--- config.mk ---
export PLATFORM = sky130hd
export DESIGN_NAME = tcgj_timecode_jam
export DESIGN_NICKNAME = d
export VERILOG_FILES = /design/src/rtl/tcgj_vitc_keyer.v /design/src/rtl/tcgj_timecode_jam.v
export VERILOG_INCLUDE_DIRS = /design/src /design/src/common
export SDC_FILE = /design/constraint.sdc
export NUM_CORES = 1
export LEC_CHECK = 0
export ABC_AREA = 1
export BUFFER_PORTS_ARGS = -buffer_cell sky130_fd_sc_hd__buf_2
export CAP_MARGIN = 10
export CORE_MARGIN = 4
export CORE_UTILIZATION = 45
export DETAILED_ROUTE_END_ITERATION = 10
export PLACE_DENSITY = 0.7
export SLEW_MARGIN = 0
export SYNTH_ARGS = -nofsm -noshare
export SYNTH_HDL_FRONTEND = slang
export SYNTH_SLANG_ARGS = --single-unit
export TNS_END_PERCENT = 30
--- constraint.sdc ---
create_clock -name ref_clk_i -period 4.55 [get_ports ref_clk_i]
set_input_delay 0.455 -clock ref_clk_i [delete_from_list [all_inputs] [get_ports ref_clk_i]]
set_output_delay 0.455 -clock ref_clk_i [all_outputs]
set_load 0.01 [all_outputs]
--- src/common/tcgj_defs.vh ---
// Notes on behaviour
// Drop-frame skips frame counts 0 and 1 each minute, except minutes divisible by ten.
// Drop-frame flag in generated code is set exactly while counting drop-frame.
// With drop frame off, every frame number is counted with no skips.
// Continuous jam takes the drop-frame setting from the incoming code.
// The 625-line standard never counts drop-frame, whatever is selected.
// Continuous jam, 525-line, reader in IRIG day format forces drop-frame on.
// Operator should select drop-frame for time-date or conversion on 525 lines.
// Operator should select drop-frame in momentary jam with IRIG day reader.
// Conversion jams hours, minutes, seconds and frames on a resync; frames then run at the output rate.
// Jam adds offset to reader time modulo 24 hours; zero offset jams exactly. Code moves a jam that lands on a drop-frame skipped count to frame 2.
// 30-to-25 input must be drop-frame; 25-to-30 needs drop-frame selected.
// Conversion resyncs when hours, minutes or seconds differ, or when frame difference exceeds the window, default 6.
// Inserter off passes video unchanged; on adds VITC to program video.
// SMPTE VITC goes on a selectable line, separate for 525 and 625, default 10.
// IRIG VITC goes on its own selectable line, separate per standard.
// User should keep VITC lines between 10 (6 for PAL) and 32.
// User should keep SMPTE and IRIG VITC lines non-adjacent.
// DST end steps from end of 01:59:59 back to 01:00:00, repeating that hour.
// Two-field framing needs no external colour reference.
// DST start jumps from 01:59:59 straight to 03:00:00.
// Counter rolls from the last frame of 23:59:59 to 00:00:00:00.
`ifndef TCGJ_DEFS_VH
`define TCGJ_DEFS_VH

`define TCGJ_MODE_FREE      2'h0
`define TCGJ_MODE_MOMENT    2'h1
`define TCGJ_MODE_CONT      2'h2
`define TCGJ_MODE_CONV      2'h3

`define TCGJ_LAST_FRAME_30  5'h1d
`define TCGJ_LAST_FRAME_25  5'h18
`define TCGJ_LAST_SEC       6'h3b
`define TCGJ_LAST_MIN       6'h3b
`define TCGJ_LAST_HOUR      5'h17
`define TCGJ_DROP_RESUME    5'h02
`define TCGJ_DROP_DECADE    6'h0a
`define TCGJ_JAM_WINDOW     5'h06
`define TCGJ_DEFAULT_LINE   10'h00a

`define TCGJ_DST_HOUR       5'h01
`define TCGJ_DST_SKIP_HOUR  5'h03

`endif

--- src/rtl/tcgj_vitc_keyer.v ---
`timescale 1ns/100ps
`include "tcgj_defs.vh"

module tcgj_vitc_keyer #(
  parameter LINE_W = 10,
  parameter VID_W  = 10
) (
  input  wire              ref_clk_i,
  input  wire              rst_i,
  input  wire              std_625_i,
  input  wire              vitc_on_i,
  input  wire [LINE_W-1:0] smpte_insert_line_525_i,
  input  wire [LINE_W-1:0] smpte_insert_line_625_i,
  input  wire [LINE_W-1:0] irig_line_525_i,
  input  wire [LINE_W-1:0] irig_line_625_i,
  input  wire              vid_valid_i,
  input  wire [LINE_W-1:0] vid_line_i,
  input  wire [VID_W-1:0]  vid_data_i,
  input  wire [VID_W-1:0]  vitc_smpte_data_i,
  input  wire [VID_W-1:0]  vitc_irig_data_i,
  output reg               vid_valid_o,
  output reg  [VID_W-1:0]  vid_data_o
);

  wire [LINE_W-1:0] smpte_line;
  wire [LINE_W-1:0] irig_line;
  reg  [VID_W-1:0]  next_data;

  // Each standard keeps its own pair of line numbers
  assign smpte_line = std_625_i ? smpte_insert_line_625_i : smpte_insert_line_525_i;
  assign irig_line  = std_625_i ? irig_line_625_i : irig_line_525_i;

  // SMPTE wins if both selections land on one line; placing them apart is the user's job
  always @* begin
    next_data = vid_data_i;
    if (vitc_on_i && vid_line_i == smpte_line) begin
      next_data = vitc_smpte_data_i;
    end else if (vitc_on_i && vid_line_i == irig_line) begin
      next_data = vitc_irig_data_i;
    end
  end

  always @(posedge ref_clk_i or posedge rst_i) begin
    if (rst_i) begin
      vid_valid_o <= 1'b0;
      vid_data_o  <= {VID_W{1'b0}};
    end else begin
      vid_valid_o <= vid_valid_i;
      vid_data_o  <= next_data;
    end
  end

endmodule

--- src/rtl/tcgj_timecode_jam.v ---
`timescale 1ns/100ps
`include "tcgj_defs.vh"

module tcgj_timecode_jam #(
  parameter [4:0] JAM_WINDOW = `TCGJ_JAM_WINDOW,
  parameter       LINE_W     = 10,
  parameter       VID_W      = 10
) (
  input  wire              ref_clk_i,
  input  wire              rst_i,
  input  wire              frame_tick_i,
  input  wire              std_625_i,
  input  wire [1:0]        gen_mode_i,
  input  wire              drop_sel_i,
  input  wire              four_field_i,
  input  wire              col_ref_lock_i,
  input  wire              jam_req_i,
  input  wire              rdr_valid_i,
  input  wire [4:0]        rdr_hours_i,
  input  wire [5:0]        rdr_minutes_i,
  input  wire [5:0]        rdr_seconds_i,
  input  wire [4:0]        rdr_frames_i,
  input  wire              rdr_drop_flag_i,
  input  wire              rdr_irig_day_i,
  input  wire [4:0]        jam_offset_value_hours_i,
  input  wire [5:0]        jam_offset_value_minutes_i,
  input  wire [5:0]        jam_offset_value_seconds_i,
  input  wire [4:0]        jam_offset_value_frames_i,
  input  wire              dst_start_arm_i,
  input  wire              dst_end_arm_i,
  input  wire              vitc_on_i,
  input  wire [LINE_W-1:0] smpte_insert_line_525_i,
  input  wire [LINE_W-1:0] smpte_insert_line_625_i,
  input  wire [LINE_W-1:0] irig_line_525_i,
  input  wire [LINE_W-1:0] irig_line_625_i,
  input  wire              vid_valid_i,
  input  wire [LINE_W-1:0] vid_line_i,
  input  wire [VID_W-1:0]  vid_data_i,
  input  wire [VID_W-1:0]  vitc_smpte_data_i,
  input  wire [VID_W-1:0]  vitc_irig_data_i,
  output reg  [4:0]        tc_hours_o,
  output reg  [5:0]        tc_minutes_o,
  output reg  [5:0]        tc_seconds_o,
  output reg  [4:0]        tc_frames_o,
  output reg               tc_drop_flag_o,
  output reg               tc_colour_flag_o,
  output reg               jam_done_o,
  output reg               dst_repeat_o,
  output wire              vid_valid_o,
  output wire [VID_W-1:0]  vid_data_o
);

  localparam [1:0] ST_IDLE  = 2'b01;
  localparam [1:0] ST_APPLY = 2'b10;

  reg  [1:0] state;
  reg  [1:0] next_state;
  reg        apply_full;
  reg        next_apply_full;
  reg  [4:0] tgt_h;
  reg  [5:0] tgt_m;
  reg  [5:0] tgt_s;
  reg  [4:0] tgt_f;
  reg        dst_start_pend;
  reg        dst_end_pend;

  wire       drop_eff;
  wire [4:0] last_frame;
  wire       minute_decade;

  // Drop-frame choice: 625 overrides all, then continuous jam, then user
  assign drop_eff = std_625_i ? 1'b0 :
                    (gen_mode_i == `TCGJ_MODE_CONT) ?
                    (rdr_irig_day_i | rdr_drop_flag_i) :
                    drop_sel_i;
  assign last_frame = std_625_i ? `TCGJ_LAST_FRAME_25 : `TCGJ_LAST_FRAME_30;

  // Offset-adjusted reader time, field by field with carries
  reg  [5:0] sum_f;
  reg  [6:0] sum_s;
  reg  [6:0] sum_m;
  reg  [5:0] sum_h;
  reg  [4:0] adj_h;
  reg  [5:0] adj_m;
  reg  [5:0] adj_s;
  reg  [4:0] adj_f;
  reg        c_f;
  reg        c_s;
  reg        c_m;

  always @* begin
    sum_f = {1'b0, rdr_frames_i} + {1'b0, jam_offset_value_frames_i};
    c_f   = (sum_f > {1'b0, last_frame});
    if (c_f) begin
      sum_f = sum_f - ({1'b0, last_frame} + 6'h01);
    end
    if (sum_f > {1'b0, last_frame}) begin
      sum_f = {1'b0, last_frame};
    end
    adj_f = sum_f[4:0];
    sum_s = {1'b0, rdr_seconds_i} + {1'b0, jam_offset_value_seconds_i} + {6'h00, c_f};
    c_s   = (sum_s > {1'b0, `TCGJ_LAST_SEC});
    if (c_s) begin
      sum_s = sum_s - 7'h3c;
    end
    adj_s = sum_s[5:0];
    sum_m = {1'b0, rdr_minutes_i} + {1'b0, jam_offset_value_minutes_i} + {6'h00, c_s};
    c_m   = (sum_m > {1'b0, `TCGJ_LAST_MIN});
    if (c_m) begin
      sum_m = sum_m - 7'h3c;
    end
    adj_m = sum_m[5:0];
    sum_h = {1'b0, rdr_hours_i} + {1'b0, jam_offset_value_hours_i} + {5'h00, c_m};
    if (sum_h > {1'b0, `TCGJ_LAST_HOUR}) begin
      sum_h = sum_h - 6'h18;
    end
    adj_h = sum_h[4:0];
    // A jam never lands on a count that drop-frame skips
    if (drop_eff && adj_s == 6'h00 && (adj_m % `TCGJ_DROP_DECADE) != 6'h00 &&
        adj_f < `TCGJ_DROP_RESUME) begin
      adj_f = `TCGJ_DROP_RESUME;
    end
  end

  // Free-running increment
  reg  [4:0] inc_h;
  reg  [5:0] inc_m;
  reg  [5:0] inc_s;
  reg  [4:0] inc_f;
  reg        dst_start_hit;
  reg        dst_end_hit;

  always @* begin
    inc_h = tc_hours_o;
    inc_m = tc_minutes_o;
    inc_s = tc_seconds_o;
    inc_f = tc_frames_o + 5'h01;
    dst_start_hit = 1'b0;
    dst_end_hit   = 1'b0;
    if (tc_frames_o >= last_frame) begin
      inc_f = 5'h00;
      inc_s = tc_seconds_o + 6'h01;
      if (tc_seconds_o == `TCGJ_LAST_SEC) begin
        inc_s = 6'h00;
        inc_m = tc_minutes_o + 6'h01;
        if (tc_minutes_o == `TCGJ_LAST_MIN) begin
          inc_m = 6'h00;
          inc_h = tc_hours_o + 5'h01;
          if (tc_hours_o == `TCGJ_LAST_HOUR) begin
            inc_h = 5'h00;
          end else if (tc_hours_o == `TCGJ_DST_HOUR && dst_start_pend) begin
            inc_h = `TCGJ_DST_SKIP_HOUR;
            dst_start_hit = 1'b1;
          end else if (tc_hours_o == `TCGJ_DST_HOUR && dst_end_pend) begin
            inc_h = `TCGJ_DST_HOUR;
            dst_end_hit = 1'b1;
          end
        end
        if (drop_eff && (inc_m % `TCGJ_DROP_DECADE) != 6'h00) begin
          inc_f = `TCGJ_DROP_RESUME;
        end
      end
    end
  end

  // Conversion compares only frames once hours, minutes and seconds agree
  wire       hms_match;
  wire [4:0] frame_diff;
  wire       outside_window;

  assign hms_match  = (tgt_h == tc_hours_o) && (tgt_m == tc_minutes_o) &&
                      (tgt_s == tc_seconds_o);
  assign frame_diff = (tgt_f > tc_frames_o) ? (tgt_f - tc_frames_o) :
                                               (tc_frames_o - tgt_f);
  assign outside_window = !hms_match || (frame_diff > JAM_WINDOW);

  // Jam sequencer: capture target on one edge, apply it on the next
  reg jam_now;

  always @* begin
    next_state      = state;
    next_apply_full = apply_full;
    jam_now         = 1'b0;
    case (state)
      ST_IDLE: begin
        if (gen_mode_i == `TCGJ_MODE_MOMENT && jam_req_i && rdr_valid_i) begin
          next_state      = ST_APPLY;
          next_apply_full = 1'b1;
        end else if (gen_mode_i == `TCGJ_MODE_CONT && rdr_valid_i) begin
          next_state      = ST_APPLY;
          next_apply_full = 1'b1;
        end else if (gen_mode_i == `TCGJ_MODE_CONV && rdr_valid_i) begin
          next_state      = ST_APPLY;
          next_apply_full = 1'b0;
        end
      end
      ST_APPLY: begin
        next_state = ST_IDLE;
        jam_now    = apply_full || outside_window;
      end
      default: begin
        next_state = ST_IDLE;
      end
    endcase
  end

  always @(posedge ref_clk_i or posedge rst_i) begin
    if (rst_i) begin
      state      <= ST_IDLE;
      apply_full <= 1'b0;
      tgt_h      <= 5'h00;
      tgt_m      <= 6'h00;
      tgt_s      <= 6'h00;
      tgt_f      <= 5'h00;
    end else begin
      state      <= next_state;
      apply_full <= next_apply_full;
      if (state == ST_IDLE && next_state == ST_APPLY) begin
        tgt_h <= adj_h;
        tgt_m <= adj_m;
        tgt_s <= adj_s;
        tgt_f <= adj_f;
      end
    end
  end

  // Counter; a jam in the same cycle as a frame tick takes precedence
  always @(posedge ref_clk_i or posedge rst_i) begin
    if (rst_i) begin
      tc_hours_o   <= 5'h00;
      tc_minutes_o <= 6'h00;
      tc_seconds_o <= 6'h00;
      tc_frames_o  <= 5'h00;
      jam_done_o   <= 1'b0;
      dst_repeat_o <= 1'b0;
    end else begin
      jam_done_o <= jam_now;
      if (jam_now) begin
        tc_hours_o   <= tgt_h;
        tc_minutes_o <= tgt_m;
        tc_seconds_o <= tgt_s;
        // Frame takes the target too: a full jam, or a conversion resync
        tc_frames_o  <= tgt_f;
      end else if (frame_tick_i) begin
        tc_hours_o   <= inc_h;
        tc_minutes_o <= inc_m;
        tc_seconds_o <= inc_s;
        tc_frames_o  <= inc_f;
        if (dst_end_hit) begin
          dst_repeat_o <= 1'b1;
        end else if (tc_hours_o == `TCGJ_DST_HOUR && inc_h != `TCGJ_DST_HOUR) begin
          dst_repeat_o <= 1'b0;
        end
      end
    end
  end

  // Arm requests stay pending until the transition uses them; set wins over use
  always @(posedge ref_clk_i or posedge rst_i) begin
    if (rst_i) begin
      dst_start_pend <= 1'b0;
      dst_end_pend   <= 1'b0;
    end else begin
      dst_start_pend <= dst_start_arm_i |
                        (dst_start_pend & ~(frame_tick_i & ~jam_now & dst_start_hit));
      dst_end_pend   <= dst_end_arm_i |
                        (dst_end_pend & ~(frame_tick_i & ~jam_now & dst_end_hit));
    end
  end

  // Colour flag is set only in four-field mode with a locked reference;
  // counting never waits on the reference
  always @(posedge ref_clk_i or posedge rst_i) begin
    if (rst_i) begin
      tc_drop_flag_o   <= 1'b0;
      tc_colour_flag_o <= 1'b0;
    end else begin
      tc_drop_flag_o   <= drop_eff;
      tc_colour_flag_o <= four_field_i & col_ref_lock_i;
    end
  end

  tcgj_vitc_keyer #(
    .LINE_W (LINE_W),
    .VID_W  (VID_W)
  ) u_keyer (
    .ref_clk_i               (ref_clk_i),
    .rst_i                   (rst_i),
    .std_625_i               (std_625_i),
    .vitc_on_i               (vitc_on_i),
    .smpte_insert_line_525_i (smpte_insert_line_525_i),
    .smpte_insert_line_625_i (smpte_insert_line_625_i),
    .irig_line_525_i         (irig_line_525_i),
    .irig_line_625_i         (irig_line_625_i),
    .vid_valid_i             (vid_valid_i),
    .vid_line_i              (vid_line_i),
    .vid_data_i              (vid_data_i),
    .vitc_smpte_data_i       (vitc_smpte_data_i),
    .vitc_irig_data_i        (vitc_irig_data_i),
    .vid_valid_o             (vid_valid_o),
    .vid_data_o              (vid_data_o)
  );

endmodule

==> results.yml <==
status:
  status: "complete, but fails checks"
  violations: "setup timing"
yosys:
  postSynthAreaPerCell_um2: 6.95
  synth_edf_count: 0
  syn-cell-area_um2: 6470
  synth_top_area_share_pct: 24.4
  synthArstFlopShare_pct: 100
  synth.net_count: 1130
  yosysTopAreaCell: "dfrtp_1"
  synth_cells: 931
  ys_seq_area_share_pct: 24.8
  ys.flop_type: "dfrtp_1"
  synthTopCellsByArea: "dfrtp_1 24%, nand2_1 14%, ha_1 9.5%"
  ys_seq_elements: 64
  yosysUniqueCellTypes: 54
  ys.warnings.count: 0
clock_tree:
  clock-sinks: 64
  cts_root_buf: "clkbuf_16"
  htree_levels: 3
  cts_tree: "yes"
  path_clk_slew_ns: 0.05
  clk_latency_ns: 0.34
  cts_made_buffers: 9
  clock_path_buffers: 2
detailed_routing:
  vias: 6974
  wl_per_cell_um: 13.4
  viasPerCell: 5.04
  remaining_drc_errors: 0
  final_antenna_net_count: 0
  dr.pass1.iters: 6
  drt-total-wl_um: 18500
  first_iter_violations: 432
worst_setup_path:
  crit_buf_inv: 9
  worstPathArrival_ns: 6.49
  crit_family: "adder cells"
  startpoint_type: "primary input"
  cpMaxStageDelayCell: "fa_2"
  end_kind: "flop"
  max_stage_delay_ns: 0.37
  path_class: "primary input to flop"
  path_max_fanout: 3
  worstPathRequired_ns: 4.77
  crit_top_cell: "fa_2"
  r2r_slack_ns: 1.32
global_routing:
  grt_pass1_vias: 6772
  grt_antenna_before_repair: 0
  overflow: 0
  grt_usage_pct: 23.0
  grt_max_degree: 39
  grt_pass1_wl_um: 30800
timing:
  post-route-min-period_ns: 6.27
  worstMarginPinSlew_ns: 0.818
  drv_slew: 0
  setup_viol_count_final: 13
  worst_clock_skew_ns: 0.00674
  tns_ns: -15.08
  period_share_pct: 138
  fin_ws_ns: -1.72
  hold_viol: 0
  fmax_ghz: 0.160
  timing.slew.headroom_pct: 45.4
  rsz0062_at_grt: "true"
cells_and_area:
  fin_util_pct: 62.5
  drive_gt1_share_pct: 33.5
  final_nets: 1398
  antenna_cells: 0
  syn2layout_area_growth_pct: 35.2
pwr:
  power_mw: 4.08
  power.density_nw_per_um2: 467
  power.static_leakage_nw: 4.82
  ir_worst_vdd_mv: 0.219
floorplanning:
  die_w_um: 128
  fp.dieH_um: 128
  io_pins: 178
  start_util_pct: 46.2
  dieArea_um2: 16400
  rows: 43
  core_um2: 14000
place:
  gp_congestion: 0.886
  portBuffers: 177
  hpwl_um: 14800
run:
  drv_cap: 0
worst_hold_path:
  hp-class: "primary input to flop"
[path summary, 6_finish.rpt]
kind                                            start                         endpoint  cells past startpoint
max                                   rdr_frames_i[0]             tgt_h[4]$_DFFE_PP0P_                     42
min                                       vid_valid_i    u_keyer.vid_valid_o$_DFF_PP0_                      1
max reg2reg                tc_frames_o[2]$_DFFE_PP0P_           dst_end_pend$_DFF_PP0_                     16
min reg2reg                  dst_repeat_o$_DFFE_PP0P_         dst_repeat_o$_DFFE_PP0P_                      2
max in group asynchronous                       rst_i         dst_start_pend$_DFF_PP0_                      3
min in group asynchronous                       rst_i  u_keyer.vid_data_o[0]$_DFF_PP0_                      2
[cells in the mapped netlist, types with 3 or more instances]
library cell,number
nor4_1,4
a211oi_1,4
nand3_2,10
o21ai_0,46
nor2_1,43
nand3_1,62
nor3_1,10
clkbuf_1,8
nand3b_1,6
dfrtp_1,63
nor2_2,5
inv_1,138
nand2_1,246
nand2_2,24
xor2_1,25
o22ai_1,7
o211ai_1,21
mux2i_1,6
nand2_4,4
inv_2,13
a31oi_1,5
buf_2,4
nor2_4,4
fa_1,9
or2_2,4
nand4_1,15
nor3b_1,3
xnor2_2,3
o21ai_1,17
ha_1,49
a21oi_1,33
xnor2_1,12
[what timing repair did]
action,in CTS,in global routing
setup buffers,30,14
pin swaps,19,21
hold endpoints to repair,0,0
resized for setup,25,30
endpoints found under the setup margin,12,14
hold buffers,0,0
[placed cells by master, fill, tap and decap left out, types with 9 or more instances in the layout]
cell,netlist,routed
a21oi_1,33,32
buf_2,4,175
buf_4,1,78
buf_6,2,20
clkbuf_16,0,9
dfrtp_1,63,63
ha_1,49,45
inv_1,138,129
inv_2,13,20
nand2_1,246,240
nand2_2,24,30
nand3_1,62,60
nand3_2,10,12
nand4_1,15,15
nor2_1,43,41
nor3_1,10,9
o211ai_1,21,21
o21ai_0,46,38
o21ai_1,17,23
xnor2_1,12,10
xor2_1,25,22
[report_power, final]
| part | leakage, nW | switching (mW) | internal [mW] |
|---|---|---|---|
| Combinational | 3.90 | 1.36 | 1.07 |
| Sequential | 0.780 | 0.243 | 0.731 |
| Clock | 0.141 | 0.261 | 0.418 |
| Total | 4.82 | 1.86 | 2.22 |
[layout make-up]
type / instances / area [µm²]
fillers: 1320 / 5240
multi-input cells: 699 / 4370
repair buffers: 273 / 1690
flip-flops and latches: 64 / 1600
inverters: 152 / 576
clock buffers: 9 / 225
well taps: 180 / 225
clock inverters: 6 / 61.3
[per-layer routing]
layer  GRT usage [%]  part of all wire [%]  up-vias
met3            4.92                   6.9       30
met4            8.30                   2.6        0
li1                -                     -     3572
met5               0                     0        -
met2            40.1                    49      215
met1            27.9                    41     3157
[flip-flops by register name, indices dropped and copies added (netlist names)]
register	flops
dst_start_pend	1
tc_minutes_o	6
tgt_s	6
tgt_h	5
u_keyer.vid_valid_o	1
tgt_f	5
tgt_m	6
tc_drop_flag_o	1
tc_frames_o	5
tc_seconds_o	6
jam_done_o	1
dst_end_pend	1
tc_hours_o	5
u_keyer.vid_data_o	10
tc_colour_flag_o	1
dst_repeat_o	1
apply_full	1
state	2
[cell families after synthesis]
logic type	synth area share, %
buffers and inverters	10.3
adders and majority gates	12.3
AOI/OAI and AO/OA	13.9
muxes	0.929
and+or+nand+nor	32.1
xor gates and xnor gates	5.77
DFF	24.8
[metrics by stage]
stage	worst slack, ns	cell area, µm²	std cells	hold slack (ns)
after detailed placement	-2.19	8010	1334	0.491
final	-1.72	8740	1383	0.217
after CTS	-1.66	8600	1378	0.203
after global placement	-1.99	8010	1334	0.463
after global routing	-2.06	8740	1383	0.212
after floorplan	-2.23	6520	931	0.453
No activity file was read; power rests on OpenSTA's default activity.
